--- config.mk ---
export PLATFORM = sky130hd
export DESIGN_NAME = pms_top
export DESIGN_NICKNAME = d
export VERILOG_FILES = /design/src/pms_pkg.sv /design/src/pms_steer.sv /design/src/pms_top.sv
export VERILOG_INCLUDE_DIRS = /design/src
export SDC_FILE = /design/constraint.sdc
export NUM_CORES = 1
export LEC_CHECK = 0
export BUFFER_PORTS_ARGS = -buffer_cell sky130_fd_sc_hd__buf_4
export CORE_ASPECT_RATIO = 0.7
export CORE_MARGIN = 2
export CORE_UTILIZATION = 49
export DETAILED_ROUTE_END_ITERATION = 7
export PLACE_DENSITY = 0.77
export SLEW_MARGIN = 30
export SYNTH_ARGS = -nofsm -noshare
export SYNTH_HDL_FRONTEND = slang
export SYNTH_SLANG_ARGS = --single-unit
--- constraint.sdc ---
create_clock -name hclk -period 2.65 [get_ports hclk]
set_input_delay 0.265 -clock hclk [delete_from_list [all_inputs] [get_ports hclk]]
set_output_delay 0.265 -clock hclk [all_outputs]
set_load 0.01 [all_outputs]
--- src/pms_consts.svh ---
// Purpose: Offsets, field positions, reset values and timing counts of the power-mode sequencer
// Assumes: 32-bit AHB-Lite register bus, clock at 125 MHz
// Notes:   Definitions only
`ifndef PMS_CONSTS_SVH
`define PMS_CONSTS_SVH

// ==========================================================================
// Register offsets (byte addresses)
`define PMS_ADDR_TASKS      12'h000
`define PMS_ADDR_STATUS     12'h004
`define PMS_ADDR_RAM_POWER  12'h008
`define PMS_ADDR_WAKE_CAUSE 12'h00c
`define PMS_ADDR_W          12

// ==========================================================================
// Task register bits (write one to trigger)
`define PMS_TASK_SYS_OFF    0
`define PMS_TASK_FIXED_LAT  1
`define PMS_TASK_LOW_POWER  2

// Status register fields
`define PMS_ST_STATE_LSB    0
`define PMS_ST_CONST_LAT    8
`define PMS_ST_REG_EN       9
`define PMS_ST_CORE_PWR     10
`define PMS_ST_SYS_RESET    11

// RAM power register: power bits in [15:0], retention bits in [31:16]
`define PMS_RAM_RET_LSB     16
`define PMS_RAM_POWER_RST   32'h0000ffff

// Wake-cause bits, sticky, write one to clear
`define PMS_WC_DETECT       0
`define PMS_WC_RESET        1
`define PMS_WC_DEBUG        2
`define PMS_WC_POWER_ON     3
`define PMS_WC_W            4

// ==========================================================================
// Timing
`define PMS_CLK_KHZ         125000
`define PMS_T_POR_US        1200
`define PMS_T_OFF2ON_US     73
`define PMS_POR_CYCLES      ((`PMS_T_POR_US * `PMS_CLK_KHZ) / 1000)
`define PMS_WAKE_CYCLES     ((`PMS_T_OFF2ON_US * `PMS_CLK_KHZ) / 1000)
`define PMS_OFF_ENTRY_CYCLES 16

`endif

--- src/pms_pkg.sv ---
// Purpose: Types of the power-mode sequencer
// Assumes: Constants live in pms_consts.svh
// Notes:   One-hot state codes
package pms_pkg;

    // ======================================================================
    // Power-mode states
    typedef enum logic [6:0] {
        PMS_S_DISABLED = 7'h01,
        PMS_S_POR      = 7'h02,
        PMS_S_ON       = 7'h04,
        PMS_S_OFF_ENT  = 7'h08,
        PMS_S_OFF      = 7'h10,
        PMS_S_EMU_OFF  = 7'h20,
        PMS_S_WAKE_RST = 7'h40
    } pms_state_t;

endpackage

--- src/pms_steer.sv ---
// Purpose: Resource steering per function block while the system runs
// Assumes: Activity inputs are synchronous to hclk
// Notes:   Outputs are registered
`timescale 1ns/1ps
`default_nettype none
module pms_steer
    import pms_pkg::*;
#(
    parameter int NBLK = 4
) (
    input  wire logic            hclk,
    input  wire logic            hresetn,
    input  wire logic            run,
    input  wire logic            hold_base,
    input  wire logic [NBLK-1:0] blk_active,
    output logic      [NBLK-1:0] blk_idle,
    output logic                 reg_req,
    output logic                 clk_req
);
    // ======================================================================
    // Next values
    logic [NBLK-1:0] idle_nxt;
    logic            reg_nxt;
    logic            clk_nxt;

    always_comb begin
        // Inactive blocks idle with state kept; they leave idle on activity [RULE15]
        idle_nxt = run ? ~blk_active : {NBLK{1'b1}};
        // Regulators and clocks follow the set of active blocks [RULE16]
        // Base set held in constant latency and emulated off [RULE17] [RULE12]
        reg_nxt  = run & (hold_base | (|blk_active));
        clk_nxt  = run & (hold_base | (|blk_active));
    end

    // ======================================================================
    // Registers
    always_ff @(posedge hclk or negedge hresetn) begin
        if (!hresetn) begin
            blk_idle <= {NBLK{1'b1}};
            reg_req  <= 1'b0;
            clk_req  <= 1'b0;
        end else begin
            blk_idle <= idle_nxt;
            reg_req  <= reg_nxt;
            clk_req  <= clk_nxt;
        end
    end

    initial begin
        if (NBLK < 1 || NBLK > 32) begin
            $error("pms_steer: NBLK must be 1..32");
        end
    end
endmodule // pms_steer
`default_nettype wire

--- src/pms_top.sv ---
// Purpose: Power-mode sequencer: disabled, running and off modes with wake reset
// Assumes: AHB-Lite slave with zero wait states; all inputs synchronous to hclk
// Notes:   hresetn is the power-on reset of the whole block
//
// Function
// RULE1: Enable pin low switches regulator off
// RULE2: Disabled mode overrides all internal requests
// RULE3: No operation while enable pin is low
// RULE4: Enable rising runs the power-on sequence
// RULE5: Software requests off mode by register write
// RULE6: Off mode powers core down, aborts tasks
// RULE7: Wake on detect, reset or debug start
// RULE8: Waking from off performs full system reset
// RULE9: RAM settings survive off and wake reset
// RULE10: Software stops DMA before requesting off
// RULE11: Software stops modem before requesting off
// RULE12: Under debug, off is only emulated
// RULE13: Software loops forever after off request
// RULE14: Power-on reset enters running, low-power
// RULE15: Inactive blocks idle, resume on activity
// RULE16: Regulators and clocks follow active blocks
// RULE17: Fixed latency task holds base resources
// RULE18: Low power task restores automatic management
// RULE19: RAM blocks powered per setting while running
// RULE20: Wake during off entry resets at once
//
// Local design decisions: the register addresses and the AHB-Lite slave port.
`timescale 1ns/1ps
`default_nettype none
`include "pms_consts.svh"
module pms_top
    import pms_pkg::*;
#(
    parameter int NBLK        = 4,
    parameter int NRAM        = 16,
    parameter int POR_CYCLES  = `PMS_POR_CYCLES,
    parameter int WAKE_CYCLES = `PMS_WAKE_CYCLES
) (
    input  wire logic            hclk,
    input  wire logic            hresetn,
    input  wire logic            hsel,
    input  wire logic [31:0]     haddr,
    input  wire logic [1:0]      htrans,
    input  wire logic            hwrite,
    input  wire logic [2:0]      hsize,
    input  wire logic [31:0]     hwdata,
    input  wire logic            hready,
    output logic      [31:0]     hrdata,
    output logic                 hreadyout,
    output logic                 hresp,
    input  wire logic            enable_pin,
    input  wire logic            gpio_detect,
    input  wire logic            reset_req,
    input  wire logic            debug_active,
    input  wire logic            debug_start,
    input  wire logic [NBLK-1:0] blk_active,
    output logic      [NBLK-1:0] blk_idle,
    output logic                 regulator_en,
    output logic                 core_power_en,
    output logic                 sys_reset_n,
    output logic                 cpu_run,
    output logic                 task_abort,
    output logic                 res_reg_req,
    output logic                 res_clk_req,
    output logic                 base_res_en,
    output logic      [NRAM-1:0] ram_power_on,
    output logic      [NRAM-1:0] ram_retain
);
    localparam int CNT_W = 24;

    // ======================================================================
    // Declarations
    pms_state_t                  state_r, state_nxt;
    logic [CNT_W-1:0]            cnt_r, cnt_nxt;
    logic                        const_lat_r, const_lat_nxt;
    logic [31:0]                 ram_pwr_r, ram_pwr_nxt;
    logic [`PMS_WC_W-1:0]        wake_r, wake_nxt;
    logic                        wr_pend_r, wr_pend_nxt;
    logic [`PMS_ADDR_W-1:0]      wr_addr_r, wr_addr_nxt;
    logic [31:0]                 hrdata_nxt;
    logic                        addr_ph;
    logic                        wr_tasks, wr_ram, wr_wake;
    logic                        task_off, task_fix, task_low;
    logic                        wake_src;
    logic                        enable_q_r;
    logic                        run;

    // ======================================================================
    // Bus slave: zero wait, always OKAY; writes land in the data phase
    assign hreadyout = 1'b1;
    assign hresp     = 1'b0;
    assign addr_ph   = hsel & hready & htrans[1];

    assign wr_tasks = wr_pend_r & (wr_addr_r == `PMS_ADDR_TASKS);
    assign wr_ram   = wr_pend_r & (wr_addr_r == `PMS_ADDR_RAM_POWER);
    assign wr_wake  = wr_pend_r & (wr_addr_r == `PMS_ADDR_WAKE_CAUSE);
    // Tasks have effect only while running; disabled ignores them [RULE3]
    assign task_off = wr_tasks & hwdata[`PMS_TASK_SYS_OFF];        // [RULE5]
    assign task_fix = wr_tasks & hwdata[`PMS_TASK_FIXED_LAT];
    assign task_low = wr_tasks & hwdata[`PMS_TASK_LOW_POWER];

    always_comb begin
        wr_pend_nxt = addr_ph & hwrite;
        wr_addr_nxt = addr_ph ? haddr[`PMS_ADDR_W-1:0] : wr_addr_r;
        hrdata_nxt  = 32'h0000_0000;
        if (addr_ph && !hwrite) begin
            case (haddr[`PMS_ADDR_W-1:0])
                `PMS_ADDR_STATUS: begin
                    hrdata_nxt[`PMS_ST_STATE_LSB +: 7] = state_r;
                    hrdata_nxt[`PMS_ST_CONST_LAT]     = const_lat_r;
                    hrdata_nxt[`PMS_ST_REG_EN]        = regulator_en;
                    hrdata_nxt[`PMS_ST_CORE_PWR]      = core_power_en;
                    hrdata_nxt[`PMS_ST_SYS_RESET]     = ~sys_reset_n;
                end
                `PMS_ADDR_RAM_POWER:  hrdata_nxt = ram_pwr_r;
                `PMS_ADDR_WAKE_CAUSE: hrdata_nxt[`PMS_WC_W-1:0] = wake_r;
                default:              hrdata_nxt = 32'h0000_0000;
            endcase
        end
    end

    always_ff @(posedge hclk or negedge hresetn) begin
        if (!hresetn) begin
            wr_pend_r <= 1'b0;
            wr_addr_r <= '0;
            hrdata    <= 32'h0000_0000;
        end else begin
            wr_pend_r <= wr_pend_nxt;
            wr_addr_r <= wr_addr_nxt;
            hrdata    <= hrdata_nxt;
        end
    end

    // ======================================================================
    // Mode sequencer
    // Wakeup sources that stay alive in off mode [RULE7]
    assign wake_src = gpio_detect | reset_req | debug_start;

    always_comb begin
        state_nxt     = state_r;
        cnt_nxt       = cnt_r;
        const_lat_nxt = const_lat_r;
        // Disabled overrides every internal request [RULE2]
        if (!enable_pin) begin
            state_nxt     = PMS_S_DISABLED;                         // [RULE1]
            cnt_nxt       = '0;
            const_lat_nxt = 1'b0;
        end else begin
            case (state_r)
                PMS_S_DISABLED: begin
                    // Enable returning starts the power-on sequence [RULE4]
                    state_nxt = PMS_S_POR;
                    cnt_nxt   = CNT_W'(POR_CYCLES - 1);
                end
                PMS_S_POR: begin
                    if (cnt_r == '0) begin
                        state_nxt     = PMS_S_ON;                   // [RULE14]
                        const_lat_nxt = 1'b0;
                    end else begin
                        cnt_nxt = cnt_r - 1'b1;
                    end
                end
                PMS_S_ON: begin
                    if (reset_req) begin
                        state_nxt = PMS_S_WAKE_RST;
                        cnt_nxt   = CNT_W'(WAKE_CYCLES - 1);
                    end else if (task_off) begin
                        state_nxt = debug_active ? PMS_S_EMU_OFF : PMS_S_OFF_ENT; // [RULE12]
                        cnt_nxt   = CNT_W'(`PMS_OFF_ENTRY_CYCLES - 1);
                    end else if (task_fix) begin
                        const_lat_nxt = 1'b1;                       // [RULE17]
                    end else if (task_low) begin
                        const_lat_nxt = 1'b0;                       // [RULE18]
                    end
                end
                PMS_S_OFF_ENT: begin
                    if (wake_src) begin
                        state_nxt = PMS_S_WAKE_RST;                 // [RULE20]
                        cnt_nxt   = CNT_W'(WAKE_CYCLES - 1);
                    end else if (cnt_r == '0) begin
                        state_nxt = PMS_S_OFF;                      // [RULE6]
                    end else begin
                        cnt_nxt = cnt_r - 1'b1;
                    end
                end
                PMS_S_OFF, PMS_S_EMU_OFF: begin
                    if (wake_src) begin
                        state_nxt = PMS_S_WAKE_RST;                 // [RULE8]
                        cnt_nxt   = CNT_W'(WAKE_CYCLES - 1);
                    end
                end
                PMS_S_WAKE_RST: begin
                    if (cnt_r == '0) begin
                        state_nxt     = PMS_S_ON;
                        const_lat_nxt = 1'b0;
                    end else begin
                        cnt_nxt = cnt_r - 1'b1;
                    end
                end
                default: begin
                    state_nxt = PMS_S_DISABLED;
                    cnt_nxt   = '0;
                end
            endcase
        end
    end

    always_ff @(posedge hclk or negedge hresetn) begin
        if (!hresetn) begin
            state_r     <= PMS_S_DISABLED;
            cnt_r       <= '0;
            const_lat_r <= 1'b0;
        end else begin
            state_r     <= state_nxt;
            cnt_r       <= cnt_nxt;
            const_lat_r <= const_lat_nxt;
        end
    end

    // ======================================================================
    // RAM power settings and wake cause
    // Kept through off and wake reset; only disabled mode and a power-on sequence reload them
    always_comb begin
        ram_pwr_nxt = ram_pwr_r;
        wake_nxt    = wake_r;
        if (state_r == PMS_S_POR || state_r == PMS_S_DISABLED) begin
            ram_pwr_nxt = `PMS_RAM_POWER_RST;
        end else if (wr_ram && state_r == PMS_S_ON) begin
            ram_pwr_nxt = hwdata;                                   // [RULE9]
        end
        // Clear first, so a cause arriving in the same cycle wins
        if (wr_wake) begin
            wake_nxt = wake_r & ~hwdata[`PMS_WC_W-1:0];
        end
        if (state_r == PMS_S_OFF_ENT || state_r == PMS_S_OFF || state_r == PMS_S_EMU_OFF) begin
            if (gpio_detect) wake_nxt[`PMS_WC_DETECT] = 1'b1;
            if (reset_req)   wake_nxt[`PMS_WC_RESET]  = 1'b1;
            if (debug_start) wake_nxt[`PMS_WC_DEBUG]  = 1'b1;
        end else if (state_r == PMS_S_ON && reset_req) begin
            wake_nxt[`PMS_WC_RESET] = 1'b1;
        end
        if (enable_pin && !enable_q_r) begin
            wake_nxt = '0;
            wake_nxt[`PMS_WC_POWER_ON] = 1'b1;
        end
    end

    always_ff @(posedge hclk or negedge hresetn) begin
        if (!hresetn) begin
            ram_pwr_r  <= `PMS_RAM_POWER_RST;
            wake_r     <= '0;
            enable_q_r <= 1'b0;
        end else begin
            ram_pwr_r  <= ram_pwr_nxt;
            wake_r     <= wake_nxt;
            enable_q_r <= enable_pin;
        end
    end

    // ======================================================================
    // Outputs
    // Emulated off keeps the debug resources alive, so the CPU keeps running
    assign run = (state_r == PMS_S_ON) | (state_r == PMS_S_EMU_OFF);

    always_ff @(posedge hclk or negedge hresetn) begin
        if (!hresetn) begin
            regulator_en  <= 1'b0;
            core_power_en <= 1'b0;
            sys_reset_n   <= 1'b0;
            cpu_run       <= 1'b0;
            task_abort    <= 1'b0;
            base_res_en   <= 1'b0;
            ram_power_on  <= '0;
            ram_retain    <= '0;
        end else begin
            regulator_en  <= enable_pin;                            // [RULE1] [RULE2]
            core_power_en <= enable_pin & (state_nxt != PMS_S_OFF)
                             & (state_nxt != PMS_S_DISABLED);       // [RULE6]
            sys_reset_n   <= (state_nxt == PMS_S_ON) | (state_nxt == PMS_S_OFF_ENT)
                             | (state_nxt == PMS_S_OFF) | (state_nxt == PMS_S_EMU_OFF); // [RULE3]
            cpu_run       <= (state_nxt == PMS_S_ON) | (state_nxt == PMS_S_EMU_OFF);   // [RULE12]
            task_abort    <= (state_nxt == PMS_S_OFF_ENT) | (state_nxt == PMS_S_OFF);  // [RULE6]
            base_res_en   <= ((state_nxt == PMS_S_ON) & const_lat_nxt)
                             | (state_nxt == PMS_S_EMU_OFF);        // [RULE17]
            if (state_nxt == PMS_S_OFF) begin
                // Only retained blocks stay supplied through off [RULE9]
                ram_power_on <= ram_pwr_nxt[`PMS_RAM_RET_LSB +: NRAM];
            end else if (state_nxt == PMS_S_DISABLED) begin
                ram_power_on <= '0;
            end else begin
                ram_power_on <= ram_pwr_nxt[NRAM-1:0];              // [RULE19]
            end
            ram_retain    <= ram_pwr_nxt[`PMS_RAM_RET_LSB +: NRAM]; // [RULE19]
        end
    end

    pms_steer #(
        .NBLK (NBLK)
    ) u_steer (
        .hclk       (hclk),
        .hresetn    (hresetn),
        .run        (run),
        .hold_base  (const_lat_r | (state_r == PMS_S_EMU_OFF)),
        .blk_active (blk_active),
        .blk_idle   (blk_idle),
        .reg_req    (res_reg_req),
        .clk_req    (res_clk_req)
    );

    initial begin
        if (NRAM < 1 || NRAM > 16) begin
            $error("pms_top: NRAM must be 1..16");
        end
        if (POR_CYCLES < 1 || POR_CYCLES >= (1 << CNT_W)) begin
            $error("pms_top: POR_CYCLES out of range");
        end
        if (WAKE_CYCLES < 1 || WAKE_CYCLES >= (1 << CNT_W)) begin
            $error("pms_top: WAKE_CYCLES out of range");
        end
    end
endmodule // pms_top
`default_nettype wire

==> results of run 1 <==
[path summary, 6_finish.rpt]
kind                                 start       endpoint  slack, ns  cells after the start
worst min-delay path            enable_pin   regulator_en       0.07                      1
worst max-delay path            state_r[2]       cnt_r[6]       0.09                      6
max in group asynchronous          hresetn  ram_pwr_r[12]       1.33                      3
min in group asynchronous          hresetn     hrdata[16]       0.37                      2
worst min register to register   wake_r[3]      wake_r[3]       0.48                      1
worst max register to register  state_r[2]       cnt_r[6]       0.09                      6
[final cells by class]
cell class	instances	area, um^2	share of cell area
clock buffers	18	429	0.0491
clock inverters	14	174	0.0199
inverters	17	63.8	0.00731
multi-input cells	455	2870	0.328
flip-flops and latches	140	3530	0.404
well taps	185	231	0.0265
repair buffers	182	1440	0.165
[metal layers]
layer | wire [um] | part of all wire | GRT usage
met4 | 202 | 0.011 | 0.0649
met1 | 8510 | 0.45 | 0.376
met3 | 1650 | 0.087 | 0.0600
met2 | 8470 | 0.45 | 0.411
met5 | 0 | 0 | 0
[flip-flops by register name (all words and copies together) (netlist names)]
signal            flops
state_r               7
base_res_en           1
wake_r                4
ram_power_on         16
ram_pwr_r            17
core_power_en         1
cnt_r                24
hrdata               32
const_lat_r           1
wr_pend_r             1
sys_reset_n           1
regulator_en          1
wr_addr_r            12
ram_retain           15
task_abort            1
u_steer.reg_req       1
u_steer.blk_idle      4
cpu_run               1
[what timing repair did]
item / CTS / global route
endpoints found under the setup margin: 1 / 39
hold buffers: 5 / 0
hold endpoints to repair: 47 / 0
pin swaps: 0 / 5
gates resized for setup: 1 / 14
[per-stage QoR]
stage          setup WS, ns  total power [uW]  TNS (ns)   util
2_1_floorplan         0.179              3270         0      -
3_3_place_gp         0.0555              3770         0  0.603
3_5_place_dp        -0.0324              3830   -0.0324  0.603
4_1_cts             0.00661              6280         0  0.653
5_1_grt            0.000588              6590         0  0.658
6_report             0.0937              6310         0  0.658
[Yosys cell counts, types with 5 or more instances]
master,n,area (um^2)
clkbuf_1,22,82.6
or4_1,8,60.1
o21ai_1,5,25.0
nor3b_1,7,52.6
nor3_1,14,70.1
buf_4,20,150
nor2_1,37,139
a211o_1,6,52.6
nor4_1,15,93.8
inv_1,16,60.1
a21o_1,10,75.1
nor2b_1,9,56.3
nand4_1,17,106
dfrtp_1,119,2980
and2_1,23,144
a31oi_1,8,50.1
a22oi_1,13,97.6
buf_2,8,40.0
or3_1,7,43.8
dfstp_2,21,552
o21ai_0,8,40.0
nand2_1,98,368
a21oi_1,37,185
mux2_2,17,191
o211a_1,16,160
nand3_1,27,135
or2_2,5,31.3
[cell usage in the layout, fill, tap and decap left out, types with 4 or more instances in the layout]
cell           count
a211o_1            6
a21o_1            10
a21oi_1           37
a22oi_1           13
a31oi_1            8
and2_1            23
buf_12             4
buf_4            170
clkbuf_16         17
dfrtp_1          119
dfstp_2           21
dlygate4sd3_1      5
inv_1             16
inv_6              4
inv_8              4
mux2_2            17
mux2i_1            4
nand2_1           97
nand3_1           26
nand4_1           17
nor2_1            36
nor2b_1            9
nor3_1            13
nor3b_1            6
nor4_1            13
nor4b_1            4
o211a_1           16
o21ai_0            8
o21ai_1            5
or2_2              5
or3_1              7
or4_1              6
or4_4              4
[power breakdown]
group / switching, uW / internal, uW / leakage, uW / total, uW
clock: 1000 / 1430 / 0.000294 / 2430
sequential: 125 / 2290 / 0.00182 / 2420
combinational: 888 / 571 / 0.00205 / 1460
[cell families (layout without fill, tap and decap cells)]
logic type / Yosys count / in the layout
muxes: 21 / 21
and+or+nand+nor: 294 / 294
DFF: 140 / 140
adders and majority gates: 1 / 1
buffers and inverters: 72 / 231
AOI/OAI and AO/OA: 133 / 133
other: 2 / 2
xor gates and xnor gates: 4 / 4
==> impl_metrics.ini, run 1 <==
[power_and_ir_drop]
ir_drop_uv = 494
power.leakage_uw = 0.00417
cellPowerDensity_nw_per_um2 = 722

[yosys]
synth.avg_cell_area_um2 = 10.0
syn-cell-area_um2 = 6700
synth_edf_count = 0
async_flop_share = 1.00
ys_ff_latch = 140
muxShareOfSynthArea = 0.0346
seq_area_frac_synth = 0.527
synth_nets = 751
synth-simple-area-share = 0.231
ys_types = 70
yosys_most_used_dff = dfrtp_1
syn_inst = 667
ys_warn_count = 0
synth_top_family_by_area = simple AND/OR/NAND/NOR gates
synth_xor_area_frac = 0.00523
synth-adder-area-share = 0.00187
synth_compound_area_frac = 0.141

[timing]
holdWs_ns = 0.0690
min_period_over_period = 0.965
maxSlewViolCount = 0
setup_viol = 0
rsz0062_at_grt = no
relSlewSlack = 0.460
finClkSkew_ns = 0.00798
min_period_ns = 2.56
max_freq_mhz = 391
worstMarginPinSlew_ns = 0.810
hold_viol = 0

[floorplan]
rows = 35
die_x_um = 144
io-pin-count = 161
core-area_um2 = 13300
die-height_um = 102
die_area_um2 = 14600
initial_utilization = 0.505

[worst_setup_path]
cp_max_fo = 5
critPathArrivalTime_ns = 2.89
path_buf_inv = 1
worst_ep_required_time_ns = 2.98
cp-end-kind = register
start_kind = register
critPathTopFamily = simple AND/OR/NAND/NOR gates
crit_chain = or4_4 > buf_4 > or4b_2 > nor2_1 > a31oi_1 > o21ai_0
max_stage_delay_ns = 0.72
critPathSlowestCell = or4b_2
crit_type = register to register

[clock_tree]
numCtsBuffers = 17
root_buffer = clkbuf_16
htreeDepth = 4
clk_path_buf_depth = 2
cts.sinks = 140
post_cts_buffers = 0
cts_tree = yes
clkLatencyLatePin_ns = 0.42
clk_pin_slew_ns = 0.06

[routing]
drcViolationCount = 0
vias_per_cell = 5.79
wire_per_inst_um = 18.6
wirelength_um = 18800
drt-pass1-iter-count = 5
antenna_left = 0
num_vias = 5853
drt_iter0_drc = 491

[layout]
stdcell_area_um2 = 8730
diodes = 0
nets = 897
syn_to_final_growth_pct = 30.4
instances_no_fill = 1011
layout-drive-gt1-share = 0.341
fillerInstances = 1051

[place]
dp.cells = 974
io_buffer_count = 134
placed_cell_area_um2 = 8010
hpwl_um = 13300
finalWeightedCongestion = 0.951

[grt]
grt_pass1_vias = 5672
grt_max_degree = 60
antenna_found_initial = 0
grt_pass1_wl_um = 29400
grt.overflow.total = 0
track_usage = 0.263

[min_path]
min_path_type = input port to register

[run]
maxCapViolCount = 0

[status]
status = completed
Power figures use the tool's default switching activity.
==> run 2, diff against run 1 <==
- MAX_ROUTING_LAYER: default -> met4
==> run 2 against run 1 <==
Register-to-register slack about the same. Total power is 2.3% lower. Sequential power hardly changed. Sequential cell count unchanged. Global-route usage increased by 1.0 points. Fmax down 0.34%. Clock-buffer cell count is the same. Routed wire length is 0.87% higher. Non-clock buffer count rose by 3. Largest cell class unchanged. Largest power group is now sequential cells. Highest routed layer unchanged.
==> impl_metrics.ini, run 2 (same netlist as run 1, synthesis figures left out) <==
[status]
status = completed

[routing]
antenna_left = 0
drcViolationCount = 0
wirelength_um = 19000
drt_iter0_drc = 466
vias_per_cell = 5.78
num_vias = 5857
drt-pass1-iter-count = 5
wire_per_inst_um = 18.7

[layout]
largest_reg_flops = 32
syn_to_final_growth_pct = 30.3
final_common_cell = buf_4
top_register = hrdata
mostFrequentLayoutCells = buf_4 (173), dfrtp_1 (119), nand2_1 (98)
nets = 900
largestRegisters = hrdata: 32 flops, cnt_r: 24 flops, ram_pwr_r: 17 flops
layout-drive-gt1-share = 0.344
diodes = 0

[floorplan]
die_area_um2 = 14600
initial_utilization = 0.505
die-height_um = 102
die_x_um = 144
core-area_um2 = 13300
io-pin-count = 161
rows = 35

[power_and_ir_drop]
p_int_uw = 4140
p_sw_uw = 2020
ir_drop_uv = 464
power.leakage_uw = 0.00415
combPwrFrac = 0.241
swShare = 0.328
pwr-share-seq = 0.392
pwr-share-clk = 0.367
cellPowerDensity_nw_per_um2 = 707

[timing]
rsz0062_at_grt = no
fin_ws_ns = 0.0850
max_freq_mhz = 390
fin_tns_setup_ns = 0
min_period_ns = 2.57
hold_viol = 0
relSlewSlack = 0.426
finClkSkew_ns = 0.0123
worstMarginPinSlew_ns = 0.853
min_period_over_period = 0.968
setup_viol = 0
maxSlewViolCount = 0

[place]
io_buffer_count = 134
hpwl_um = 13100
finalWeightedCongestion = 0.966
place_ws_ns = 0.0316

[clock_tree]
numCtsBuffers = 17
cts_tree = yes
htreeDepth = 4
clkLatencyLatePin_ns = 0.43
root_buffer = clkbuf_16
clk_pin_slew_ns = 0.07
post_cts_buffers = 0
cts.sinks = 140
clk_path_buf_depth = 2

[min_path]
min_to = regulator_en
hold_depth = 1
worstHoldStart = enable_pin
min_path_type = input port to register

[worst_setup_path]
crit_type = register to register
r2r-end = cnt_r[12]
max_stage_delay_ns = 0.51
path_buf_inv = 2
ff2ff_setup_slack_ns = 0.08
cp_max_fo = 15
start_kind = register
crit_chain = buf_4 > or3b_2 > nor3_2 > nor2_2 > or3_4 > buf_12 > or3_1 > o21ai_1
critPathSlowestCell = or3b_2
r2r_cells = 8
worst_ep_required_time_ns = 2.99
startpoint = state_r[3]
critPathArrivalTime_ns = 2.90
cp-end-kind = register
r2r_start = state_r[3]
critPathTopFamily = simple AND/OR/NAND/NOR gates

[grt]
track_usage = 0.273
grt.overflow.total = 0
grt_pass1_wl_um = 29600
grt_max_degree = 82
antenna_found_initial = 0
grt_pass1_vias = 5686

[run]
maxCapViolCount = 0
-- run 2: worst max-delay path by stage --
| stage | endpoint | cells past startpoint |
|---|---|---|
| after floorplan | cnt_r[3] | 9 |
| after global placement | ram_power_on[15] | 8 |
| after detailed placement | ram_power_on[15] | 8 |
| after CTS | cnt_r[12] | 9 |
| after global routing | sys_reset_n | 8 |
| final | cnt_r[12] | 8 |
-- run 2: repair_timing --
action	CTS	global route
resized for setup	0	12
endpoints found under the hold margin	55	0
hold buffers	5	0
setup endpoints to repair	0	33
-- run 2: power groups by stage --
| stage | Sequential (uW) | Combinational [uW] | Clock, uW |
|---|---|---|---|
| after floorplan | 2440 | 822 | 0 |
| after detailed placement | 2440 | 1410 | 0 |
| after global routing | 2430 | 1620 | 2390 |
| final | 2420 | 1480 | 2260 |
| after CTS | 2410 | 1430 | 2290 |
| after global placement | 2430 | 1380 | 0 |
-- run 2: layout make-up --
class                           count  area, um^2
Multi-Input combinational cell    455        2860
Fill cell                        1055        4550
Timing Repair Buffer              185        1480
Tap cell                          185         231
Inverter                           17        63.8
Clock inverter                     14         126
Clock buffer                       18         429
Sequential cell                   140        3530
-- run 2: worst reg2reg max path, stage by stage, from the launching register on --
cell and delay, ns:
dfrtp_1 0.43, buf_4 0.22, or3b_2 0.52, nor3_2 0.24, nor2_2 0.10, or3_4 0.39
buf_12 0.16, or3_1 0.34, o21ai_1 0.09
-- run 2: per-layer routing --
layer / vias to the layer above / GRT usage / share of wire
met5: - / - / 0
met1: 2880 / 0.367 / 0.44
met4: 0 / 0.0739 / 0.013
met2: 290 / 0.410 / 0.45
met3: 21 / 0.0771 / 0.090
li1: 2666 / - / -
-- run 2: stage by stage --
stage | instances | hold slack [ns] | util | total power [uW] | cell area (um^2)
finish | 1014 | 0.0620 | 0.657 | 6160 | 8720
global route | 1014 | 0.0469 | 0.657 | 6440 | 8720
CTS | 1014 | 0.0404 | 0.653 | 6120 | 8660
detailed placement | 977 | 0.270 | 0.607 | 3850 | 8050
global placement | 977 | 0.259 | 0.607 | 3810 | 8050
floorplan | 667 | -0.0306 | - | 3270 | 6700
==> run 3, diff against run 2 <==
- RECOVER_POWER: default -> 50
==> run 3 against run 2 <==
Sequential share of layout area grew 1.5 points. Core utilization is 2.3 points lower. Critical path depth is the same. First-iteration DRC count down 1.1%. Combinational power down 3%. Routed wire length is 0.25% lower. Cell area down 3.6%. Via count up 0.22%. Register-to-register slack barely moved.
==> impl_metrics.ini, run 3 (same netlist as run 1, synthesis figures left out) <==
[status]
status = completed

[layout]
diodes = 0
largest_reg_flops = 32
syn_to_final_growth_pct = 25.6
largestRegisters = hrdata: 32 flops, cnt_r: 24 flops, ram_pwr_r: 17 flops
mostFrequentLayoutCells = dfrtp_1 (119), nand2_1 (98), buf_4 (93)
top_register = hrdata
layout-drive-gt1-share = 0.248
nets = 900
utilization = 0.634
final_common_cell = dfrtp_1

[clock_tree]
post_cts_buffers = 0
numCtsBuffers = 17
clk_path_buf_depth = 2
cts.sinks = 140
cts_tree = yes
root_buffer = clkbuf_16
htreeDepth = 4
clk_pin_slew_ns = 0.07
clkLatencyLatePin_ns = 0.43

[floorplan]
initial_utilization = 0.505
die-height_um = 102
rows = 35
die_x_um = 144
die_area_um2 = 14600
core-area_um2 = 13300
io-pin-count = 161

[timing]
relSlewSlack = 0.00966
worstMarginPinSlew_ns = 1.49
finClkSkew_ns = 0.0128
hold_viol = 0
setup_viol = 0
min_period_over_period = 0.969
maxSlewViolCount = 0
min_period_ns = 2.57
fin_tns_setup_ns = 0
max_freq_mhz = 389
rsz0062_at_grt = no

[grt]
track_usage = 0.273
grt_max_degree = 82
antenna_found_initial = 0
grt_pass1_wl_um = 29600
grt.overflow.total = 0
grt_pass1_vias = 5686

[power_and_ir_drop]
cellPowerDensity_nw_per_um2 = 726
ir_drop_uv = 461
power.total_uw = 6110
power.leakage_uw = 0.00382

[min_path]
worstHoldStart = hwdata[10]
min_to = ram_pwr_r[10]
hold_depth = 3
min_path_type = input port to register

[routing]
drcViolationCount = 0
vias_per_cell = 5.79
antenna_left = 0
drt_iter0_drc = 461
num_vias = 5870
drt-pass1-iter-count = 5
wire_per_inst_um = 18.7
wirelength_um = 18900

[worst_setup_path]
r2r-end = cnt_r[12]
crit_type = register to register
ff2ff_setup_slack_ns = 0.08
r2r_cells = 8
critPathArrivalTime_ns = 2.91
cp-end-kind = register
start_kind = register
r2r_start = state_r[3]
worst_ep_required_time_ns = 2.99
cp_max_fo = 15

[place]
io_buffer_count = 134
finalWeightedCongestion = 0.966
hpwl_um = 13100

[run]
maxCapViolCount = 0
==> run 3: cell types whose count changed in the layout (fill, tap and decap cells not counted) <==
cell / change
buf_4: -80
clkbuf_1: +79
buf_12: -1
clkbuf_2: +1
clkbuf_4: +1
==> run 3: cell type report <==
type                       instances  area [um^2]
clock buffer                      18          429
clock inverter                    14          126
multi-input combinational        455         2860
timing repair buffer             185         1170
sequential                       140         3530
inverter                          17         63.8
tap                              185          231
fill                            1137         4860
==> run 3: power breakdown <==
part           switching, uW  internal (uW)  total [uW]
sequential               123           2290        2420
clock                   1020           1240        2260
combinational            875            559        1430
total                   2020           4090        6110
==> run 3: worst max-delay path by stage <==
| stage | startpoint | to | slack (ns) | cells after the start |
|---|---|---|---|---|
| floorplan | state_r[5] | cnt_r[3] | 0.18 | 9 |
| global placement | state_r[3] | ram_power_on[15] | 0.07 | 8 |
| detailed placement | state_r[3] | ram_power_on[15] | 0.03 | 8 |
| CTS | state_r[0] | cnt_r[12] | 0.006 | 9 |
| global route | cnt_r[0] | sys_reset_n | 0.002 | 8 |
| finish | state_r[3] | cnt_r[12] | 0.08 | 8 |
==> run 3: layer usage <==
| metal | GRT usage | vias up | share of wire |
|---|---|---|---|
| met5 | - | - | 0 |
| met4 | 0.0739 | 0 | 0.013 |
| met3 | 0.0771 | 23 | 0.098 |
| met2 | 0.410 | 320 | 0.45 |
| met1 | 0.367 | 2859 | 0.44 |
| li1 | - | 2668 | - |
==> run 3: metrics by stage <==
step	area (um^2)	hold slack, ns	setup slack, ns	std cells
after detailed placement	8050	0.270	0.0316	977
after global placement	8050	0.259	0.0653	977
after floorplan	6700	-0.0306	0.179	667
after global routing	8410	0.0901	0.00200	1014
after CTS	8660	0.0404	0.00575	1014
final	8410	0.0928	0.0814	1014
==> run 3: timing repair <==
item / CTS / global route
resized for setup: 0 / 12
hold endpoints to repair: 55 / 0
hold buffers: 5 / 0
endpoints found under the setup margin: 0 / 33
==> run 3: worst max-delay path: stages (launching register included) <==
cell and delay [ns]:
dfrtp_1 0.43, buf_4 0.22, or3b_2 0.51, nor3_2 0.24, nor2_2 0.10, or3_4 0.39, buf_12 0.16, or3_1 0.34
o21ai_1 0.09
